--- src/core/acrc_defines.svh ---
/*
 * named constants of the convert/read control: widths, timing figures
 * and the cycle counts derived from them at the core clock rate.
 * assumes a single 250 MHz core clock; included by bare name.
 */
`ifndef ACRC_DEFINES_SVH
`define ACRC_DEFINES_SVH

// ***********************************************
// widths
// ***********************************************
`define ACRC_RES_W 12
`define ACRC_CNT_W 8
`define ACRC_QUAL_W 4

// ***********************************************
// timing figures and derived cycle counts
// ***********************************************
`define ACRC_CLK_NS 4
`define ACRC_PULSE_MIN_NS 40
`define ACRC_PULSE_MIN_CYC ((`ACRC_PULSE_MIN_NS + `ACRC_CLK_NS - 1) / `ACRC_CLK_NS)
`define ACRC_CONV_NS 960
`define ACRC_CONV_CYC (`ACRC_CONV_NS / `ACRC_CLK_NS)
`define ACRC_BUSY_MAX_NS 125
`define ACRC_BUSY_MAX_CYC (`ACRC_BUSY_MAX_NS / `ACRC_CLK_NS)

// ***********************************************
// reset values
// ***********************************************
`define ACRC_PIN_IDLE 1'h1
`define ACRC_RES_RST 12'h000

`endif

--- src/core/acrc_pkg.sv ---
/*
 * types of the convert/read control: state encoding and the packed
 * state records of the core and of the pin synchroniser.
 * assumes acrc_defines.svh is on the include path.
 */
`include "acrc_defines.svh"

package acrc_pkg;

  // ***********************************************
  // control states, gray along idle-conv-done
  // ***********************************************
  typedef enum logic [1:0] {
    ACRC_IDLE = 2'h0,
    ACRC_CONV = 2'h1,
    ACRC_DONE = 2'h3
  } acrc_state_t;

  // ***********************************************
  // synchroniser record
  // ***********************************************
  typedef struct packed {
    logic ff1;
    logic ff2;
    logic ff3;
    logic lvl;
  } acrc_sync_t;

  // ***********************************************
  // core record
  // ***********************************************
  typedef struct packed {
    acrc_state_t st;
    logic armed;
    logic [`ACRC_QUAL_W-1:0] qual;
    logic [`ACRC_CNT_W-1:0] cnt;
    logic [`ACRC_RES_W-1:0] held;
    logic [`ACRC_RES_W-1:0] result;
  } acrc_core_t;

endpackage : acrc_pkg

--- src/core/acrc_top.sv ---
/*
 * convert and read control of a 12-bit sampling converter with a
 * three-state parallel result bus, chip select and read/convert pins.
 * assumes: pins are asynchronous to the 250 MHz core clock; the sample
 * word arrives on the core clock already in two's complement code.
 */
// Contract
// - both pins low 40ns starts conversion
// - busy low until result register updated
// - busy falls within 125ns of start
// - requests ignored while busy low
// - two's complement result, sign on bit 11
// - bus driven only read, selected, idle
// - whole 12-bit word presented at once
// - busy rises after output register updated
// - select and convert combined as OR
// - select high means nothing, bus released
// - select falling with convert low starts
// - convert falling with select low starts, releases
// - select falling with read high drives result
// - result driven as soon as conversion ends
// - both low after conversion keeps result, released
// - select tied low works with convert alone
`timescale 1ns/10ps
`include "acrc_defines.svh"

module acrc_top
(
  // clock and reset
  input wire logic CLOCK_I,
  input wire logic NRST_I,
  // host control pins
  input wire logic CS_N_I,
  input wire logic RC_N_I,
  // sampled code from the converter array
  input wire logic [`ACRC_RES_W-1:0] SAMPLE_I,
  // status and result pins
  output logic BUSY_N_O,
  output logic [`ACRC_RES_W-1:0] RESULT_O,
  output logic RESULT_OE_O
);

  // ***********************************************
  // pin synchronisers
  // ***********************************************

  logic cs_lvl;
  logic rc_lvl;

  // chip select level
  acrc_sync u_cs_sync
  (
    .CLOCK_I(CLOCK_I),
    .NRST_I(NRST_I),
    .PIN_I(CS_N_I),
    .LVL_O(cs_lvl)
  );

  // read/convert level
  acrc_sync u_rc_sync
  (
    .CLOCK_I(CLOCK_I),
    .NRST_I(NRST_I),
    .PIN_I(RC_N_I),
    .LVL_O(rc_lvl)
  );

  // ***********************************************
  // control state
  // ***********************************************

  acrc_pkg::acrc_core_t cur;
  acrc_pkg::acrc_core_t next_cur;
  logic combo;
  logic idle;

  // either pin going low last completes the request
  assign combo = !cs_lvl && !rc_lvl;
  assign idle = (cur.st == acrc_pkg::ACRC_IDLE);

  // next state: qualify, convert, update, release
  always_comb
  begin
    next_cur = cur;
    unique case (cur.st)
      acrc_pkg::ACRC_IDLE:
      begin
        if (!combo)
        begin
          // request removed: a fresh one may start
          next_cur.armed = 1'h1;
          next_cur.qual = `ACRC_QUAL_W'(0);
        end
        else if (cur.armed)
        begin
          // level held long enough: hold sample, start
          if (cur.qual == `ACRC_QUAL_W'(`ACRC_PULSE_MIN_CYC - 1))
          begin
            next_cur.st = acrc_pkg::ACRC_CONV;
            next_cur.held = SAMPLE_I;
            next_cur.cnt = `ACRC_CNT_W'(0);
            next_cur.armed = 1'h0;
            next_cur.qual = `ACRC_QUAL_W'(0);
          end
          else
          begin
            next_cur.qual = cur.qual + `ACRC_QUAL_W'(1);
          end
        end
      end
      acrc_pkg::ACRC_CONV:
      begin
        // pins are not looked at while converting
        next_cur.cnt = cur.cnt + `ACRC_CNT_W'(1);
        if (cur.cnt == `ACRC_CNT_W'(`ACRC_CONV_CYC - 1))
        begin
          // whole word into the output register at once
          next_cur.result = cur.held;
          next_cur.st = acrc_pkg::ACRC_DONE;
        end
      end
      acrc_pkg::ACRC_DONE:
      begin
        // register updated one cycle before busy rises
        next_cur.st = acrc_pkg::ACRC_IDLE;
        if (!combo)
        begin
          next_cur.armed = 1'h1;
        end
      end
      default:
      begin
        next_cur.st = acrc_pkg::ACRC_IDLE;
      end
    endcase
  end

  // state register
  always_ff @(posedge CLOCK_I or negedge NRST_I)
  begin
    if (!NRST_I)
    begin
      cur.st <= acrc_pkg::ACRC_IDLE;
      cur.armed <= 1'h0;
      cur.qual <= `ACRC_QUAL_W'(0);
      cur.cnt <= `ACRC_CNT_W'(0);
      cur.held <= `ACRC_RES_RST;
      cur.result <= `ACRC_RES_RST;
    end
    else
    begin
      cur <= next_cur;
    end
  end

  // ***********************************************
  // outputs
  // ***********************************************

  // busy low from start until after the update
  assign BUSY_N_O = idle;

  // bus enabled only when selected, reading, idle
  assign RESULT_OE_O = !cs_lvl && rc_lvl && idle;

  // result word straight from the output register
  assign RESULT_O = cur.result;

  logic pin_combo;
  assign pin_combo = !CS_N_I && !RC_N_I;
endmodule : acrc_top

--- src/core/acrc_sync.sv ---
/*
 * three flip-flop synchroniser for one pin; the level moves only when
 * the second and third stages agree.
 * assumes an asynchronous pin and the core clock.
 */
`timescale 1ns/10ps
`include "acrc_defines.svh"

module acrc_sync
(
  // clock and reset
  input wire logic CLOCK_I,
  input wire logic NRST_I,
  // pin and filtered level
  input wire logic PIN_I,
  output logic LVL_O
);

  acrc_pkg::acrc_sync_t cur;
  acrc_pkg::acrc_sync_t next_cur;

  // shift chain, level taken on agreement of stages two and three
  always_comb
  begin
    next_cur = cur;
    next_cur.ff1 = PIN_I;
    next_cur.ff2 = cur.ff1;
    next_cur.ff3 = cur.ff2;
    if (cur.ff2 == cur.ff3)
    begin
      next_cur.lvl = cur.ff3;
    end
  end

  // state register, pins idle high
  always_ff @(posedge CLOCK_I or negedge NRST_I)
  begin
    if (!NRST_I)
    begin
      cur <= {4{`ACRC_PIN_IDLE}};
    end
    else
    begin
      cur <= next_cur;
    end
  end

  assign LVL_O = cur.lvl;

endmodule : acrc_sync

--- config.mk ---
export PLATFORM = sky130hd
export DESIGN_NAME = acrc_top
export DESIGN_NICKNAME = d
export VERILOG_FILES = /design/src/core/acrc_pkg.sv /design/src/core/acrc_top.sv /design/src/core/acrc_sync.sv
export VERILOG_INCLUDE_DIRS = /design/src /design/src/core
export SDC_FILE = /design/constraint.sdc
export NUM_CORES = 1
export LEC_CHECK = 0
export BUFFER_PORTS_ARGS = -buffer_cell sky130_fd_sc_hd__buf_4
export CAP_MARGIN = 10
export CORE_UTILIZATION = 50
export DETAILED_ROUTE_END_ITERATION = 10
export PLACE_DENSITY = 0.7
export SLEW_MARGIN = 25
export SYNTH_ARGS = -nofsm -noshare
export SYNTH_HDL_FRONTEND = slang
export SYNTH_SLANG_ARGS = --single-unit
--- constraint.sdc ---
create_clock -name CLOCK_I -period 1.9 [get_ports CLOCK_I]
set_input_delay 0.38 -clock CLOCK_I [delete_from_list [all_inputs] [get_ports CLOCK_I]]
set_output_delay 0.38 -clock CLOCK_I [all_outputs]
set_load 0.005 [all_outputs]
==> results_dict.tcl <==
set metrics [dict create \
    yosysMostFrequentCell "dfrtp_1" \
    multi_input_area_um2 737 \
    use_met3_pct 4.45 \
    area_growth_pct 14.2 \
    drt-initial-drc-count 50 \
    period_share_pct 93.6 \
    hp-class "input pin to async pin" \
    r2r_slack_ns 0.12 \
    track_usage_pct 16.9 \
    chipHeight_um 66.6 \
    synth_top_family_by_area "multiplexers" \
    holdBufCountCts 0 \
    overflow 0 \
    yosysWarnings 0 \
    totalWireLength_mm 3.44 \
    cp-start-kind "register" \
    wl_per_cell_um 14.8 \
    cts_buffers 5 \
    maxSlewHeadroom_pct 61.1 \
    rsz0062_at_grt "no" \
    synthMuxAreaShare_pct 15.7 \
    vias 1241 \
    reg2reg_to "cur[28]$_DFFE_PN0P_" \
    drive_gt1_share_pct 45.6 \
    path_class "register to register" \
    synthXorXnorAreaFrac_pct 0 \
    setup_viol 0 \
    stdcell_count 232 \
    grt.busiest_layer "met2" \
    port_buffers 29 \
    core-area_um2 4000 \
    p_per_area_nw_per_um2 782 \
    endpoint_kind "register" \
    synth_area_leader_cell "dfrtp_1" \
    synth_compound_area_share_pct 8.59 \
    hold_violations 0 \
    syn-instance-count 156 \
    place_congestion 0.745 \
    viasPerCell 5.35 \
    drc 0 \
    regArea_um2 1190 \
    ys_seq_elements 47 \
    grt_pass1_vias 1238 \
    rows 23 \
    clock_latency_ns 0.29 \
    grt_pass1_wl_mm 5.55 \
    grt_use_met1_pct 21.1 \
    ir_worst_vdd_mv 0.768 \
    required_ns 2.13 \
    worst_pin_slew_ns 0.584 \
    antenna_found_initial 0 \
    dieArea_um2 4430 \
    synth_nets 175 \
    ys_seq_area_share_pct 56.9 \
    h-tree-depth 2 \
    dr.pass1.iters 4 \
    postCtsSetupBuffers 0 \
    hpwlAfterDp_mm 2.40 \
    synth_area_leaders "dfrtp_1 47%, dfstp_2 10%, mux2_2 9.2%" \
    status "finished, final reports clean" \
    die_w_um 66.6 \
    synth_area_um2 2080 \
    clock_sinks 47 \
    synth_edf_count 0 \
    cts_tree "yes" \
    diodes 0 \
    dp_cells 224 \
    synth_fa_ha_area_share_pct 2.76 \
    fill_cells 318 \
    synth.distinct_cells 40 \
    ant_nets 0 \
    clockBufferDepth 2 \
    synth_common_cells "39 x dfrtp_1, 17 x mux2_2, 12 x buf_4" \
    grt_max_degree 48 \
    io_pins 30 \
    path_max_fanout 5 \
    timing.fmax_mhz 563 \
    path_clk_slew_ns 0.09 \
    clock_tree.root_cell "clkbuf_8" \
    arrival_ns 2.01 \
    met2_usage_pct 28.4 \
    synthArstFlopShare_pct 100 \
    finish.net_count 200 \
    cts_resized 0 \
    leakage_nw 1.17 \
    synth-main-ff-cell "dfrtp_1" \
    worstRegToRegCells 5 \
    r2r-start "cur[32]$_DFFE_PN0P_" \
    fin_skew_ns 0.00442 \
    yosysTopAreaCellShare_pct 46.8 \
    avgSynthCellArea_um2 13.4 \
    synth-simple-area-share_pct 8.35 \
    cap_violations 0 \
    fin_crit_ns 1.78 \
    start_util_pct 52.1 \
    finalSetupTns_ns 0 \
    drv_slew 0 \
]
-- worst max-delay path by stage --
stage | from | endpoint | slack (ns) | depth (start not counted)
finish | cur[32]$_DFFE_PN0P_ | cur[28]$_DFFE_PN0P_ | 0.12 | 5
global route | cur[32]$_DFFE_PN0P_ | cur[28]$_DFFE_PN0P_ | 0.01 | 5
CTS | cur[24]$_DFFE_PN0P_ | RESULT_O[6]$_DFFE_PN0P_ | 0.06 | 4
detailed placement | cur[24]$_DFFE_PN0P_ | RESULT_O[7]$_DFFE_PN0P_ | 0.07 | 4
global placement | cur[24]$_DFFE_PN0P_ | RESULT_O[11]$_DFFE_PN0P_ | 0.14 | 4
floorplan | cur[24]$_DFFE_PN0P_ | RESULT_O[10]$_DFFE_PN0P_ | 0.05 | 6
-- where the power goes --
group | internal (W) | switching (W)
Sequential | 0.00104 | 0.0000186
Combinational | 0.0000425 | 0.0000385
Clock | 0.000392 | 0.000333
-- layout by cell type, fill, tap and decap left out, types with 2 or more instances in the layout --
cell type	synthesis	routed
ha_1	3	3
a21o_1	2	2
nand4_1	2	2
mux2_4	9	9
nand2_1	11	11
buf_4	12	35
maj3_1	2	2
mux2_2	17	17
dfrtp_1	39	39
inv_1	4	4
dfstp_2	8	8
nand3_1	5	5
nor3_1	2	2
nor2_1	5	5
o21ai_0	4	4
o311ai_0	2	2
o31ai_1	2	2
a22o_1	4	4
clkbuf_8	0	5
-- metrics by stage --
stage / hold WS, ns / util, % / area (um2) / setup WS, ns / power, W
final: 0.0772 / 59.5 / 2380 / 0.122 / 0.00186
after global routing: 0.125 / 59.5 / 2380 / 0.0126 / 0.00193
after CTS: 0.0973 / 59.5 / 2380 / 0.0613 / 0.00188
after detailed placement: 0.347 / 56.7 / 2270 / 0.0739 / 0.00116
after global placement: 0.347 / 56.7 / 2270 / 0.137 / 0.00115
after floorplan: 0.0844 / - / 2080 / 0.0506 / 0.00110
-- cells by family (layout without fill, tap and decap cells) --
logic type / count (synthesis) / after routing
compound gates: 23 / 23
fa+ha+maj: 5 / 5
buf+inv: 22 / 48
flops: 47 / 47
mux: 26 / 26
simple gates: 33 / 33
-- registers in the layout (all words and copies together) (netlist names) --
signal,count
u_cs_sync.LVL_O,1
u_cs_sync.cur,3
cur,27
RESULT_O,12
u_rc_sync.cur,3
u_rc_sync.LVL_O,1
-- metal layers --
metal  wire, um  share of wire, %
met2       1720                50
met3        132               3.8
met4         24              0.70
met5          0                 0
met1       1570                45
-- critical path, cell delays in order (launching register included) --
cell	delay, ns
dfrtp_1	0.42
ha_1	0.22
and3b_1	0.21
a41oi_1	0.49
buf_4	0.23
a22o_1	0.14
-- final cells by class --
cell class / count / area share [%]
flip-flops and latches: 47 / 49.8
multi-input cells: 87 / 31.0
repair buffers: 35 / 11.0
clock buffers: 5 / 2.89
well taps: 50 / 2.63
clock inverters: 3 / 1.84
inverters: 5 / 0.789
Note: power is estimated with default switching activity, not from simulation.
